<file path="config.mk">
export PLATFORM = sky130hd
export DESIGN_NAME = pmw_device_flat
export DESIGN_NICKNAME = d
export VERILOG_FILES = /design/src/pmw_pkg.sv /design/src/pmw_if.sv /design/src/pmw_device.sv /design/src/flat_wrapper.sv
export VERILOG_INCLUDE_DIRS = /design/src
export SDC_FILE = /design/constraint.sdc
export NUM_CORES = 1
export LEC_CHECK = 0
export BUFFER_PORTS_ARGS = -buffer_cell sky130_fd_sc_hd__buf_4
export CORE_ASPECT_RATIO = 1.2
export CORE_UTILIZATION = 35
export DETAILED_ROUTE_END_ITERATION = 10
export REMOVE_ABC_BUFFERS = 1
export SYNTH_ARGS = -nofsm -noshare
export SYNTH_HDL_FRONTEND = slang
export SYNTH_SLANG_ARGS = --single-unit
export TNS_END_PERCENT = 30
</file>
<file path="constraint.sdc">
create_clock -name clk -period 15.3 [get_ports clk]
set_input_delay 3.06 -clock clk [delete_from_list [all_inputs] [get_ports clk]]
set_output_delay 3.06 -clock clk [all_outputs]
set_load 0.1 [all_outputs]
</file>
<file path="src/pmw_defines.svh">
`ifndef PMW_DEFINES_SVH
`define PMW_DEFINES_SVH

// ----------------------------------------------------------------------
// Sizes
// ----------------------------------------------------------------------
`define PMW_WAKE_PINS     8
`define PMW_GP_REGS       5
`define PMW_GP_IDX_W      3

// ----------------------------------------------------------------------
// Timing
// ----------------------------------------------------------------------
`define PMW_CLK_NS        4
`define PMW_RST_PULSE_NS  50
`define PMW_RST_HOLD_CYC  ((`PMW_RST_PULSE_NS + `PMW_CLK_NS - 1) / `PMW_CLK_NS)

// ----------------------------------------------------------------------
// Start-enable-one bit positions
// ----------------------------------------------------------------------
`define PMW_SE1_BOD       0
`define PMW_SE1_WDT       1
`define PMW_SE1_WKT       2
`define PMW_SE1_SER       3
`define PMW_SE1_TOUCH     4

// ----------------------------------------------------------------------
// Host command selectors
// ----------------------------------------------------------------------
`define PMW_SEL_MODE      4'h0
`define PMW_SEL_SE0       4'h1
`define PMW_SEL_SE1       4'h2
`define PMW_SEL_VECTORED_INT_CTRL      4'h3
`define PMW_SEL_BOD       4'h4
`define PMW_SEL_SPC       4'h5
`define PMW_SEL_WAKE      4'h6
`define PMW_SEL_CLK       4'h7
`define PMW_SEL_GP0       4'h8
`define PMW_SEL_GPRD      4'hd

// ----------------------------------------------------------------------
// Reset values
// ----------------------------------------------------------------------
`define PMW_BOOT_ADDR     32'h0000_0000
`define PMW_GP_RST        32'h0000_0000

`endif

</file>
<file path="src/pmw_pkg.sv">
package pmw_pkg;

   // ----------------------------------------------------------------------
   // Types
   // ----------------------------------------------------------------------
   typedef enum logic [1:0] {
      PMW_MODE_SLEEP  = 2'h0,
      PMW_MODE_DSLEEP = 2'h1,
      PMW_MODE_PDOWN  = 2'h2,
      PMW_MODE_DPD    = 2'h3
   } pmw_mode_e;

   typedef enum logic [2:0] {
      PMW_ST_RESET  = 3'h0,
      PMW_ST_RUN    = 3'h1,
      PMW_ST_SLEEP  = 3'h3,
      PMW_ST_DSLEEP = 3'h2,
      PMW_ST_PDOWN  = 3'h6,
      PMW_ST_DPD    = 3'h7
   } pmw_state_e;

   typedef struct packed {
      logic       int_en;
      logic       rst_en;
      logic [1:0] int_sel;
      logic [1:0] rst_sel;
   } pmw_bod_ctrl_s;

   typedef struct packed {
      logic bod_powered;
      logic lposc_powered;
   } pmw_sleep_cfg_s;

endpackage

</file>
<file path="src/pmw_if.sv">
`timescale 1ns/1ps

interface pmw_if;
   // Host to device
   pmw_pkg::pmw_mode_e      mode_req;
   logic                    sleep_instr;
   logic                    dpd_lock;
   logic [7:0]              start_enable_zero;
   logic [4:0]              start_enable_one;
   logic [7:0]              vectored_int_ctrl_pin_en;
   logic [4:0]              vectored_int_ctrl_misc_en;
   pmw_pkg::pmw_bod_ctrl_s  brownout_control_reg;
   pmw_pkg::pmw_sleep_cfg_s sleep_power_config;
   logic [7:0]              wake_pin_enable_reg;
   logic                    clk_sel_req;
   logic                    gp_wr;
   logic [2:0]              gp_idx;
   logic [31:0]             gp_wdata;
   // Device to host
   pmw_pkg::pmw_state_e     pm_state;
   logic                    core_clk_en;
   logic                    chip_rst;
   logic                    fetch_start;
   logic [31:0]             fetch_addr;
   logic                    bod_irq;
   logic                    bod_status;
   logic                    lposc_ready;
   logic                    dpd_refused;
   logic [31:0]             gp_rdata;

   modport device (
      input  mode_req, sleep_instr, dpd_lock, start_enable_zero,
      input  start_enable_one, vectored_int_ctrl_pin_en, vectored_int_ctrl_misc_en,
      input  brownout_control_reg, sleep_power_config,
      input  wake_pin_enable_reg, clk_sel_req, gp_wr, gp_idx, gp_wdata,
      output pm_state, core_clk_en, chip_rst, fetch_start, fetch_addr,
      output bod_irq, bod_status, lposc_ready, dpd_refused, gp_rdata
   );

   modport host (
      output mode_req, sleep_instr, dpd_lock, start_enable_zero,
      output start_enable_one, vectored_int_ctrl_pin_en, vectored_int_ctrl_misc_en,
      output brownout_control_reg, sleep_power_config,
      output wake_pin_enable_reg, clk_sel_req, gp_wr, gp_idx, gp_wdata,
      input  pm_state, core_clk_en, chip_rst, fetch_start, fetch_addr,
      input  bod_irq, bod_status, lposc_ready, dpd_refused, gp_rdata
   );
endinterface

</file>
<file path="src/pmw_device.sv">
// Overview of operation
// - Deepest mode powers off all but wake pins.
// - Deepest mode left only by eight wake pins.
// - Five storage registers survive the deepest mode.
// - Lock bit refuses deepest mode entry.
// - Sleep stops core clock; enabled interrupt resumes.
// - Pin wake needs controller and start-zero enables.
// - Brownout wake needs three enables plus power.
// - Brownout reset in deep-sleep/power-down needs enable, power.
// - Software sets up watchdog and oscillator power.
// - Software sets up self-wake timer clock, enable.
// - Serial wake only as clocked slave.
// - Software switches touch clock, enables before sleep.
// - Wake pin acts only if enabled.
// - Start on free-running oscillator; switch after stable.
// - Chip reset merges pin, watchdog, power-on, brownout.
// - Reset restarts oscillator, inits flash, clears registers.
// - After reset fetching starts at address zero.
// - Three interrupt thresholds, four reset thresholds.
// - Brownout signal readable as status.
// - Selectable threshold forces full chip reset.
`timescale 1ns/1ps
`include "pmw_defines.svh"

module pmw_device (
   // Clock and reset
   input  wire logic       clk,
   input  wire logic       sys_rst,
   // Link to host
   pmw_if.device           lnk,
   // Wake and interrupt sources
   input  wire logic [7:0] pin_irq,
   input  wire logic [7:0] wake_pin_n,
   input  wire logic       wdt_irq,
   input  wire logic       wkt_irq,
   input  wire logic       serial_irq,
   input  wire logic       touch_irq,
   // Reset sources
   input  wire logic       rst_pin_n,
   input  wire logic       wdt_rst,
   input  wire logic       por,
   // Brownout comparators and oscillator status
   input  wire logic [3:0] supply_below,
   input  wire logic       lposc_stable,
   // Power controls
   output logic            logic_pwr_en,
   output logic            wake_pin_pwr_en,
   output logic            fro_en,
   output logic            fro_out_en,
   output logic [1:0]      flash_mode,
   output logic            flash_init,
   output logic            periph_rst,
   output logic            main_clk_sel
);

   // ----------------------------------------------------------------------
   // State
   // ----------------------------------------------------------------------
   pmw_pkg::pmw_state_e state_reg, state_next;
   logic [3:0]  cnt_reg, cnt_next;
   logic [31:0] gp_reg [`PMW_GP_REGS];
   logic [31:0] gp_next [`PMW_GP_REGS];
   logic [31:0] gp_rdata_reg, gp_rdata_next;
   logic        core_clk_reg, core_clk_next;
   logic        lpwr_reg, lpwr_next;
   logic        fro_reg, fro_next;
   logic        fro_out_reg, fro_out_next;
   logic [1:0]  flash_reg, flash_next;
   logic        rst_reg, rst_next;
   logic        fetch_reg, fetch_next;
   logic        clk_sel_reg, clk_sel_next;
   logic        bod_st_reg, bod_st_next;
   logic        bod_irq_reg, bod_irq_next;
   logic        ready_reg, ready_next;
   logic        refused_reg, refused_next;

   // ----------------------------------------------------------------------
   // Wake and reset qualification
   // ----------------------------------------------------------------------
   logic low_pwr;
   logic bod_int_lvl;
   logic bod_rst_hit;
   logic rst_src;
   logic any_irq;
   logic deep_wake;
   logic pin_wake;
   logic [4:0] misc_irq;

   always_comb begin
      low_pwr = (state_reg == pmw_pkg::PMW_ST_DSLEEP) ||
                (state_reg == pmw_pkg::PMW_ST_PDOWN);
      // Code 3 of the interrupt select is not a threshold and never fires.
      bod_int_lvl = (lnk.brownout_control_reg.int_sel != 2'h3) &&
         supply_below[lnk.brownout_control_reg.int_sel];
      bod_rst_hit = lnk.brownout_control_reg.rst_en &&
                    supply_below[lnk.brownout_control_reg.rst_sel] &&
                    (!low_pwr ||
                     lnk.sleep_power_config.bod_powered);
      rst_src = !rst_pin_n || wdt_rst || por || bod_rst_hit;
      misc_irq = {touch_irq, serial_irq, wkt_irq, wdt_irq, bod_irq_reg};
      any_irq = |(pin_irq & lnk.vectored_int_ctrl_pin_en) ||
                |(misc_irq & lnk.vectored_int_ctrl_misc_en);
      deep_wake = |(pin_irq & lnk.vectored_int_ctrl_pin_en &
                    lnk.start_enable_zero);
      deep_wake = deep_wake ||
                  (|(misc_irq & lnk.vectored_int_ctrl_misc_en & lnk.start_enable_one) &&
                   (!bod_irq_reg || lnk.brownout_control_reg.int_en) &&
                   (!bod_irq_reg ||
                    lnk.sleep_power_config.bod_powered));
      pin_wake = |(~wake_pin_n & lnk.wake_pin_enable_reg);
   end

   // ----------------------------------------------------------------------
   // Mode sequencer
   // ----------------------------------------------------------------------
   always_comb begin
      state_next   = state_reg;
      cnt_next     = (cnt_reg != 4'h0) ? cnt_reg - 4'h1 : 4'h0;
      fetch_next   = 1'b0;
      refused_next = 1'b0;
      clk_sel_next = clk_sel_reg;
      unique case (state_reg)
         pmw_pkg::PMW_ST_RESET: begin
            if (!rst_src && cnt_reg == 4'h0) begin
               state_next = pmw_pkg::PMW_ST_RUN;
               fetch_next = 1'b1;
            end
         end
         pmw_pkg::PMW_ST_RUN: begin
            // Switching only on a stable oscillator avoids a runt clock.
            if (lnk.clk_sel_req == 1'b0 || ready_reg) begin
               clk_sel_next = lnk.clk_sel_req;
            end
            if (lnk.sleep_instr) begin
               unique case (lnk.mode_req)
                  pmw_pkg::PMW_MODE_SLEEP:
                     state_next = pmw_pkg::PMW_ST_SLEEP;
                  pmw_pkg::PMW_MODE_DSLEEP:
                     state_next = pmw_pkg::PMW_ST_DSLEEP;
                  pmw_pkg::PMW_MODE_PDOWN:
                     state_next = pmw_pkg::PMW_ST_PDOWN;
                  pmw_pkg::PMW_MODE_DPD: begin
                     if (lnk.dpd_lock) begin
                        refused_next = 1'b1;
                     end else begin
                        state_next = pmw_pkg::PMW_ST_DPD;
                     end
                  end
               endcase
            end
         end
         pmw_pkg::PMW_ST_SLEEP: begin
            if (any_irq) begin
               state_next = pmw_pkg::PMW_ST_RUN;
            end
         end
         pmw_pkg::PMW_ST_DSLEEP,
         pmw_pkg::PMW_ST_PDOWN: begin
            if (deep_wake) begin
               state_next = pmw_pkg::PMW_ST_RUN;
            end
         end
         pmw_pkg::PMW_ST_DPD: begin
            // Nothing else is powered, so only a wake pin can end it.
            if (pin_wake) begin
               state_next = pmw_pkg::PMW_ST_RESET;
               cnt_next   = 4'(`PMW_RST_HOLD_CYC);
            end
         end
         default: state_next = pmw_pkg::PMW_ST_RESET;
      endcase
      if (rst_src && state_reg != pmw_pkg::PMW_ST_DPD) begin
         state_next = pmw_pkg::PMW_ST_RESET;
         cnt_next   = 4'(`PMW_RST_HOLD_CYC);
         fetch_next = 1'b0;
      end
      if (state_next == pmw_pkg::PMW_ST_RESET) begin
         clk_sel_next = 1'b0;
      end
   end

   // ----------------------------------------------------------------------
   // Power and clock controls
   // ----------------------------------------------------------------------
   always_comb begin
      rst_next      = (state_next == pmw_pkg::PMW_ST_RESET);
      core_clk_next = (state_next == pmw_pkg::PMW_ST_RUN);
      lpwr_next     = (state_next != pmw_pkg::PMW_ST_DPD);
      fro_next      = (state_next != pmw_pkg::PMW_ST_PDOWN) &&
                      (state_next != pmw_pkg::PMW_ST_DPD);
      fro_out_next  = fro_next && (state_next != pmw_pkg::PMW_ST_DSLEEP);
      if (state_next == pmw_pkg::PMW_ST_DSLEEP) begin
         flash_next = 2'h1;
      end else if (state_next == pmw_pkg::PMW_ST_PDOWN ||
                   state_next == pmw_pkg::PMW_ST_DPD) begin
         flash_next = 2'h0;
      end else begin
         flash_next = 2'h2;
      end
      ready_next  = lposc_stable;
      bod_st_next = bod_int_lvl && lpwr_reg;
      bod_irq_next = bod_int_lvl && lpwr_reg &&
                     lnk.brownout_control_reg.int_en;
   end

   // ----------------------------------------------------------------------
   // Retained storage
   // ----------------------------------------------------------------------
   always_comb begin
      for (int i = 0; i < `PMW_GP_REGS; i++) begin
         gp_next[i] = gp_reg[i];
         if (por) begin
            gp_next[i] = `PMW_GP_RST;
         end else if (lnk.gp_wr && state_reg == pmw_pkg::PMW_ST_RUN &&
                      lnk.gp_idx == 3'(i)) begin
            gp_next[i] = lnk.gp_wdata;
         end
      end
      gp_rdata_next = (lnk.gp_idx < 3'(`PMW_GP_REGS)) ?
                      gp_reg[lnk.gp_idx] : 32'h0000_0000;
   end

   always_ff @(posedge clk) begin
      if (sys_rst) begin
         state_reg    <= pmw_pkg::PMW_ST_RESET;
         cnt_reg      <= 4'(`PMW_RST_HOLD_CYC);
         core_clk_reg <= 1'b0;
         lpwr_reg     <= 1'b1;
         fro_reg      <= 1'b1;
         fro_out_reg  <= 1'b1;
         flash_reg    <= 2'h2;
         rst_reg      <= 1'b1;
         fetch_reg    <= 1'b0;
         clk_sel_reg  <= 1'b0;
         bod_st_reg   <= 1'b0;
         bod_irq_reg  <= 1'b0;
         ready_reg    <= 1'b0;
         refused_reg  <= 1'b0;
         gp_rdata_reg <= `PMW_GP_RST;
         for (int i = 0; i < `PMW_GP_REGS; i++) begin
            gp_reg[i] <= `PMW_GP_RST;
         end
      end else begin
         state_reg    <= state_next;
         cnt_reg      <= cnt_next;
         core_clk_reg <= core_clk_next;
         lpwr_reg     <= lpwr_next;
         fro_reg      <= fro_next;
         fro_out_reg  <= fro_out_next;
         flash_reg    <= flash_next;
         rst_reg      <= rst_next;
         fetch_reg    <= fetch_next;
         clk_sel_reg  <= clk_sel_next;
         bod_st_reg   <= bod_st_next;
         bod_irq_reg  <= bod_irq_next;
         ready_reg    <= ready_next;
         refused_reg  <= refused_next;
         gp_rdata_reg <= gp_rdata_next;
         for (int i = 0; i < `PMW_GP_REGS; i++) begin
            gp_reg[i] <= gp_next[i];
         end
      end
   end

   // ----------------------------------------------------------------------
   // Outputs
   // ----------------------------------------------------------------------
   assign lnk.pm_state    = state_reg;
   assign lnk.core_clk_en = core_clk_reg;
   assign lnk.chip_rst    = rst_reg;
   assign lnk.fetch_start = fetch_reg;
   assign lnk.fetch_addr  = `PMW_BOOT_ADDR;
   assign lnk.bod_irq     = bod_irq_reg;
   assign lnk.bod_status  = bod_st_reg;
   assign lnk.lposc_ready = ready_reg;
   assign lnk.dpd_refused = refused_reg;
   assign lnk.gp_rdata    = gp_rdata_reg;
   assign logic_pwr_en    = lpwr_reg;
   assign wake_pin_pwr_en = 1'b1;
   assign fro_en          = fro_reg;
   assign fro_out_en      = fro_out_reg;
   assign flash_mode      = flash_reg;
   assign flash_init      = rst_reg;
   assign periph_rst      = rst_reg;
   assign main_clk_sel    = clk_sel_reg;

endmodule

</file>
<file path="src/flat_wrapper.sv">
// flat-port wrapper written by rule: the top's interface ports become plain ports
module pmw_device_flat 
  (clk, sys_rst, pin_irq, wake_pin_n, wdt_irq, wkt_irq, serial_irq, touch_irq, rst_pin_n, wdt_rst, por, supply_below, lposc_stable, logic_pwr_en, wake_pin_pwr_en, fro_en, fro_out_en, flash_mode, flash_init, periph_rst, main_clk_sel, lnk_mode_req, lnk_sleep_instr, lnk_dpd_lock, lnk_start_enable_zero, lnk_start_enable_one, lnk_vectored_int_ctrl_pin_en, lnk_vectored_int_ctrl_misc_en, lnk_brownout_control_reg, lnk_sleep_power_config, lnk_wake_pin_enable_reg, lnk_clk_sel_req, lnk_gp_wr, lnk_gp_idx, lnk_gp_wdata, lnk_pm_state, lnk_core_clk_en, lnk_chip_rst, lnk_fetch_start, lnk_fetch_addr, lnk_bod_irq, lnk_bod_status, lnk_lposc_ready, lnk_dpd_refused, lnk_gp_rdata);
  pmw_if lnk_i ();
  input  wire logic clk;
  input  wire logic sys_rst;
  input  wire logic [7:0] pin_irq;
  input  wire logic [7:0] wake_pin_n;
  input  wire logic wdt_irq;
  input  wire logic wkt_irq;
  input  wire logic serial_irq;
  input  wire logic touch_irq;
  input  wire logic rst_pin_n;
  input  wire logic wdt_rst;
  input  wire logic por;
  input  wire logic [3:0] supply_below;
  input  wire logic lposc_stable;
  output logic logic_pwr_en;
  output logic wake_pin_pwr_en;
  output logic fro_en;
  output logic fro_out_en;
  output logic [1:0] flash_mode;
  output logic flash_init;
  output logic periph_rst;
  output logic main_clk_sel;
  input wire logic [$bits(lnk_i.mode_req)-1:0] lnk_mode_req;
  input wire logic [$bits(lnk_i.sleep_instr)-1:0] lnk_sleep_instr;
  input wire logic [$bits(lnk_i.dpd_lock)-1:0] lnk_dpd_lock;
  input wire logic [$bits(lnk_i.start_enable_zero)-1:0] lnk_start_enable_zero;
  input wire logic [$bits(lnk_i.start_enable_one)-1:0] lnk_start_enable_one;
  input wire logic [$bits(lnk_i.vectored_int_ctrl_pin_en)-1:0] lnk_vectored_int_ctrl_pin_en;
  input wire logic [$bits(lnk_i.vectored_int_ctrl_misc_en)-1:0] lnk_vectored_int_ctrl_misc_en;
  input wire logic [$bits(lnk_i.brownout_control_reg)-1:0] lnk_brownout_control_reg;
  input wire logic [$bits(lnk_i.sleep_power_config)-1:0] lnk_sleep_power_config;
  input wire logic [$bits(lnk_i.wake_pin_enable_reg)-1:0] lnk_wake_pin_enable_reg;
  input wire logic [$bits(lnk_i.clk_sel_req)-1:0] lnk_clk_sel_req;
  input wire logic [$bits(lnk_i.gp_wr)-1:0] lnk_gp_wr;
  input wire logic [$bits(lnk_i.gp_idx)-1:0] lnk_gp_idx;
  input wire logic [$bits(lnk_i.gp_wdata)-1:0] lnk_gp_wdata;
  output wire logic [$bits(lnk_i.pm_state)-1:0] lnk_pm_state;
  output wire logic [$bits(lnk_i.core_clk_en)-1:0] lnk_core_clk_en;
  output wire logic [$bits(lnk_i.chip_rst)-1:0] lnk_chip_rst;
  output wire logic [$bits(lnk_i.fetch_start)-1:0] lnk_fetch_start;
  output wire logic [$bits(lnk_i.fetch_addr)-1:0] lnk_fetch_addr;
  output wire logic [$bits(lnk_i.bod_irq)-1:0] lnk_bod_irq;
  output wire logic [$bits(lnk_i.bod_status)-1:0] lnk_bod_status;
  output wire logic [$bits(lnk_i.lposc_ready)-1:0] lnk_lposc_ready;
  output wire logic [$bits(lnk_i.dpd_refused)-1:0] lnk_dpd_refused;
  output wire logic [$bits(lnk_i.gp_rdata)-1:0] lnk_gp_rdata;
  assign lnk_i.mode_req = lnk_mode_req;
  assign lnk_i.sleep_instr = lnk_sleep_instr;
  assign lnk_i.dpd_lock = lnk_dpd_lock;
  assign lnk_i.start_enable_zero = lnk_start_enable_zero;
  assign lnk_i.start_enable_one = lnk_start_enable_one;
  assign lnk_i.vectored_int_ctrl_pin_en = lnk_vectored_int_ctrl_pin_en;
  assign lnk_i.vectored_int_ctrl_misc_en = lnk_vectored_int_ctrl_misc_en;
  assign lnk_i.brownout_control_reg = lnk_brownout_control_reg;
  assign lnk_i.sleep_power_config = lnk_sleep_power_config;
  assign lnk_i.wake_pin_enable_reg = lnk_wake_pin_enable_reg;
  assign lnk_i.clk_sel_req = lnk_clk_sel_req;
  assign lnk_i.gp_wr = lnk_gp_wr;
  assign lnk_i.gp_idx = lnk_gp_idx;
  assign lnk_i.gp_wdata = lnk_gp_wdata;
  assign lnk_pm_state = lnk_i.pm_state;
  assign lnk_core_clk_en = lnk_i.core_clk_en;
  assign lnk_chip_rst = lnk_i.chip_rst;
  assign lnk_fetch_start = lnk_i.fetch_start;
  assign lnk_fetch_addr = lnk_i.fetch_addr;
  assign lnk_bod_irq = lnk_i.bod_irq;
  assign lnk_bod_status = lnk_i.bod_status;
  assign lnk_lposc_ready = lnk_i.lposc_ready;
  assign lnk_dpd_refused = lnk_i.dpd_refused;
  assign lnk_gp_rdata = lnk_i.gp_rdata;
  pmw_device u_core (.clk(clk), .sys_rst(sys_rst), .lnk(lnk_i), .pin_irq(pin_irq), .wake_pin_n(wake_pin_n), .wdt_irq(wdt_irq), .wkt_irq(wkt_irq), .serial_irq(serial_irq), .touch_irq(touch_irq), .rst_pin_n(rst_pin_n), .wdt_rst(wdt_rst), .por(por), .supply_below(supply_below), .lposc_stable(lposc_stable), .logic_pwr_en(logic_pwr_en), .wake_pin_pwr_en(wake_pin_pwr_en), .fro_en(fro_en), .fro_out_en(fro_out_en), .flash_mode(flash_mode), .flash_init(flash_init), .periph_rst(periph_rst), .main_clk_sel(main_clk_sel));
endmodule
</file>
==> run metrics, run 1 <==
status completed; Routed Antenna Nets 0; Top FF cell, synth edfxtp_1; Mapped Area 8270 um^2; post-CTS sizing 0; Largest stage delay, worst path 850 ps; Worst Setup End Kind flip-flop; leakage 4.20 nW; Setup Skew 15.6 ps; Root Driver clkbuf_16; sequential element share of the synthesized area 70.4%; NumNets Final 826; fin crit share 33.7%; Final TNS setup 0 ps; Worst-path clk slew 60 ps; DP Worst Slack 9500 ps; via/cell ratio 4.87; ys async rst share 0%; share of layout cells above drive strength 1 34.0%; clk_lat worst skew 500 ps; Setup CP Type in2reg; Hold Vio Cnt, Final 0; TritonRoute pass-1 iters 4; EDFF count, synth 160; crit-path cells buf_4 > nor3_2 > nand3_1 > nand2_2; post-synthesis cell type count 43; most frequent cells in the layout buf_4 (167), edfxtp_1 (160), nand2_1 (58); Die H 170 um; post-layout util 45.3%; Die W 142 um; initial antenna violation count 0; worst slew pin tran 1040 ps; CP required 15400 ps; Final Power 1.36 mW; WP buf/inv 1; hold_buf cts 0; TritonCTS clock tree done; PortBufs 161; Area Overhead vs Synth 27.2%; core footprint 23200 um^2; Yosys warnings 0; worst hold-check path type reg2reg; Detailed Route Iter0 Violations 202; reg2reg setup slack 12200 ps; starting density of the core 35.6%; total area of sequential cells 5830 um^2; DRC 0; Slowest-stage cell, CP nor3_2; Synth Instances 549; max reg flops 160; fmax 194 MHz; clk buf depth 3; Crit path max-delay family simple AND/OR/NAND/NOR gates; die area 24300 um^2; num ports 196; Data arrival, critical path 5270 ps; area of the multi-input gates 2210 um^2; Final Slew Violations 0; GR Util All Layers 16.4%; power per cell area 129 nW/um^2; diode count 0; Relative slew margins 30.6%; total congestion overflow 0; Critical Path Source Type input pin; fillers 2131; post-synthesis register bit count 211; RSZ-0062 raised after global routing false; pin count of the biggest net entering global routing 39; CTS sink count 211; DRT Wirelength 19700 um; Core Rows 61; global-route wire length before repair 29200 um; final RePlAce weighted congestion 0.831; Peak VDD IR 0.0000961 V; HPWL after detailed placement 12000 um; setup ws final 10140 ps; Avg Synthesized Cell Area 15.1 um^2; Final setup viols 0; CTS Buf Count 23; vias in the first global route 5340; minimum clock period 5160 ps; Post CTS Setup Buffer Count 0; Avg WL per Cell 18.8 um; most common cell after layout, fill and taps aside buf_4; H-Tree Depth 1; vias 5088; max cap viols 0; worst-path maximum fanout 38
synth_stat cells (2+ instances only):
cell	count	share of area [%]
a22oi_1	14	1.3
o21ai_0	10	0.61
o31ai_1	3	0.27
nand4_1	3	0.23
nor2b_1	2	0.15
dfxtp_1	51	12
buf_4	36	3.3
inv_1	6	0.27
nor2_1	18	0.82
a311o_1	2	0.24
conb_1	2	0.091
and2_1	35	2.6
nand3b_1	2	0.18
nand2b_1	10	0.76
edfxtp_1	160	58
a21oi_1	25	1.5
nand3_1	24	1.5
nand2_1	61	2.8
o2111ai_1	3	0.32
o211ai_1	2	0.18
buf_2	3	0.18
mux4_2	33	9.0
buf_1	5	0.23
clkbuf_1	15	0.68
nor3_1	6	0.36
stage by stage:
step	cells	hold slack [ps]	area, um^2
2_1_floorplan	521	469	8030
3_5_place_dp	1003	491	9710
5_1_grt	1044	519	10500
4_1_cts	1044	506	10500
6_report	1044	498	10500
3_3_place_gp	1003	479	9710
power by group:
part           leakage, nW  internal, mW  switching (mW)
logic                 1.60        0.0403          0.0995
registers             2.20         0.635         0.00565
clock network        0.399         0.367           0.212
worst reg2reg max path: cells and delay by family, from the launching register on:
kind | cells | cell delay [ps]
simple gates | 5 | 2190
flops | 1 | 490
kinds of logic (layout without fill, tap and decap cells):
kind of cell	count (synthesis)	after routing	synth area share, %
xor gates and xnor gates	1	1	0.106
DFF	211	211	70.4
buffers and inverters	66	215	4.67
other	2	33	0.0908
AOI/OAI and AO/OA	66	66	5.36
muxes	34	34	9.11
and+or+nand+nor	169	169	10.2
worst paths after layout:
| kind | start | endpoint | cells past startpoint |
|---|---|---|---|
| worst max register to register | u_core.lnk.pm_state[0] | u_core.gp_reg[2][12] | 5 |
| worst max-delay path | lnk_gp_idx[0] | u_core.gp_reg[4][10] | 4 |
| worst min-delay path | u_core.gp_reg[4][17] | u_core.lnk.gp_rdata[17] | 2 |
| worst min register to register | u_core.gp_reg[4][17] | u_core.lnk.gp_rdata[17] | 2 |
per-layer routing:
layer	wire length [um]	global-route usage, %	vias to the layer above
met5	0	0	-
met2	10100	30.2	246
met4	504	6.08	0
met1	7590	18.6	2482
li1	-	-	2326
met3	1490	3.07	34
final cells by class:
class,count,share of cell area [%]
flip-flops and latches,211,55.4
clock inverters,10,1.45
repair buffers,167,11.9
well taps,315,3.75
clock buffers,31,6.23
multi-input cells,303,21.0
inverters,7,0.250
Power figures use the tool's default switching activity.
==> inputs of run 2 (changes only) <==
==> constraint.sdc (replaced) <==
create_clock -name clk -period 4.7 [get_ports clk]
set_input_delay 0.94 -clock clk [delete_from_list [all_inputs] [get_ports clk]]
set_output_delay 0.94 -clock clk [all_outputs]
set_load 0.1 [all_outputs]
==> run 2 against run 1 <==
Clock power increased to 3.0 times the previous value. Flip-flop and latch count is the same. Critical path depth unchanged. Critical endpoint is now u_core.gp_reg[4][22].
==> run metrics, run 2 (same netlist as run 1, synthesis figures left out) <==
status completed; worst hold-check path type reg2reg; GR Layer Usage met2 29.8%; Area Overhead vs Synth 26.5%; Critical R2R Launch u_core.lnk.pm_state[0]; Critical Path Source lnk_gp_idx[0]; leakage 4.16 nW; Detailed Route Iter0 Violations 186; Final setup viols 0; Avg WL per Cell 18.8 um; critical path depth in cells 4; placed cell areas 9720 um^2; clk buf depth 3; starting density of the core 35.6%; Critical Path Source Type input pin; area of the multi-input gates 2210 um^2; Slowest-stage cell, CP nor3_2; initial antenna violation count 0; RSZ-0062 raised after global routing false; Final Slew Violations 0; DP Worst Slack 1050 ps; Worst Hold Margin 500 ps; Cells after DPL 1004; max cap viols 0; reg2reg end u_core.gp_reg[1][31]; minimum clock period 3030 ps; Crit path max-delay family simple AND/OR/NAND/NOR gates; power per cell area 411 nW/um^2; Setup CP Type in2reg; core footprint 23200 um^2; Post CTS Setup Buffer Count 0; CP endpoint u_core.gp_reg[4][22]; Setup Skew 6.83 ps; Layout Cells excl Fill 1044; HPWL after detailed placement 12100 um; Final TNS setup 0 ps; global-route wire length before repair 29000 um; Reg2Reg Depth 7; num ports 196; CTS Buf Count 22; total area of sequential cells 5830 um^2; Worst Setup End Kind flip-flop; DRC 0; most common cell after layout, fill and taps aside buf_4; Relative slew margins 31.1%; post-CTS sizing 0; total congestion overflow 0; vias in the first global route 5155; diode count 0; clk_lat worst skew 490 ps; Routed Antenna Nets 0; vias 5062; crit-path cells buf_4 > nor3_2 > nand3_1 > nand2_2; pin count of the biggest net entering global routing 39; max reg flops 160; fmax 330 MHz; Root Driver clkbuf_16; fillers 2099; Die W 142 um; TritonCTS clock tree done; CP required 4810 ps; met1 Use GR 18.5%; setup ws final 1670 ps; Finished Cell Area 10500 um^2; H-Tree Depth 1; TritonRoute pass-1 iters 4; GRT busiest layer met2; WP buf/inv 1; M3 GR Usage 3.04%; hold_buf cts 0; Hold Vio Cnt, Final 0; DRT Wirelength 19600 um; Die H 170 um; NumNets Final 826; Largest stage delay, worst path 860 ps; fin crit share 64.6%; CTS sink count 211; via/cell ratio 4.85; reg2reg setup slack 1940 ps; Core Rows 61; final RePlAce weighted congestion 0.814; Data arrival, critical path 3140 ps; worst-path maximum fanout 38; most frequent cells in the layout buf_4 (168), edfxtp_1 (160), nand2_1 (58); PortBufs 161; share of layout cells above drive strength 1 33.9%; die area 24300 um^2; GR Util All Layers 16.1%; Worst-path clk slew 60 ps; Peak VDD IR 0.000276 V; worst slew pin tran 1030 ps
==> run 2: changes by cell type in the layout (fill, tap and decap cells not counted), sizes merged <==
cell | previous run | this run
bufinv | 4 | 2
clkinvlp | 1 | 2
buf | 167 | 168
inv | 7 | 8
clkinv | 5 | 7
clkbuf | 31 | 28
==> run 2: routing by layer <==
| metal | share of wire, % | vias to the layer above | wire (um) |
|---|---|---|---|
| met4 | 2.4 | 0 | 479 |
| met5 | 0 | - | 0 |
| li1 | - | 2325 | - |
| met3 | 6.7 | 33 | 1330 |
| met2 | 52 | 224 | 10200 |
| met1 | 39 | 2480 | 7650 |
==> run 2: power by group <==
group / internal (mW) / switching, mW
clock network: 1.05 / 0.705
registers: 2.07 / 0.0189
logic: 0.131 / 0.322
total: 3.25 / 1.05
==> run 2: worst register-to-register path, cell delays in order (launching register included) <==
cell,delay [ps]
dfxtp_1,490
nor3b_1,230
buf_4,190
nand2_1,130
nor2_1,190
nand2_1,120
o21ai_4,720
buf_4,400
==> run 2: cell type report <==
type	instances	share of cell area [%]
sequential	211	55.7
multi-input combinational	303	21.1
timing repair buffer	168	12.1
clock buffer	28	5.97
tap	315	3.77
clock inverter	12	1.15
inverter	7	0.251
==> run 2: stage by stage <==
| stage | utilization (%) | power, mW |
|---|---|---|
| 6_report | 45.1 | 4.30 |
| 5_1_grt | 45.1 | 4.44 |
| 4_1_cts | 45.1 | 4.36 |
| 3_5_place_dp | 41.9 | 2.59 |
| 3_3_place_gp | 41.9 | 2.58 |
| 2_1_floorplan | - | 2.41 |
==> run 2: how the worst min path moves through the flow <==
stage / start / endpoint / slack (ps) / cells after the start
2_1_floorplan: u_core.cnt_reg[3] / u_core.cnt_reg[3] / 470 / 2
3_3_place_gp: u_core.cnt_reg[3] / u_core.cnt_reg[2] / 480 / 2
3_5_place_dp: u_core.gp_reg[4][19] / u_core.lnk.gp_rdata[19] / 490 / 2
4_1_cts: u_core.gp_reg[4][19] / u_core.lnk.gp_rdata[19] / 500 / 2
5_1_grt: u_core.gp_reg[4][17] / u_core.lnk.gp_rdata[17] / 530 / 2
6_report: u_core.gp_reg[4][19] / u_core.lnk.gp_rdata[19] / 500 / 2
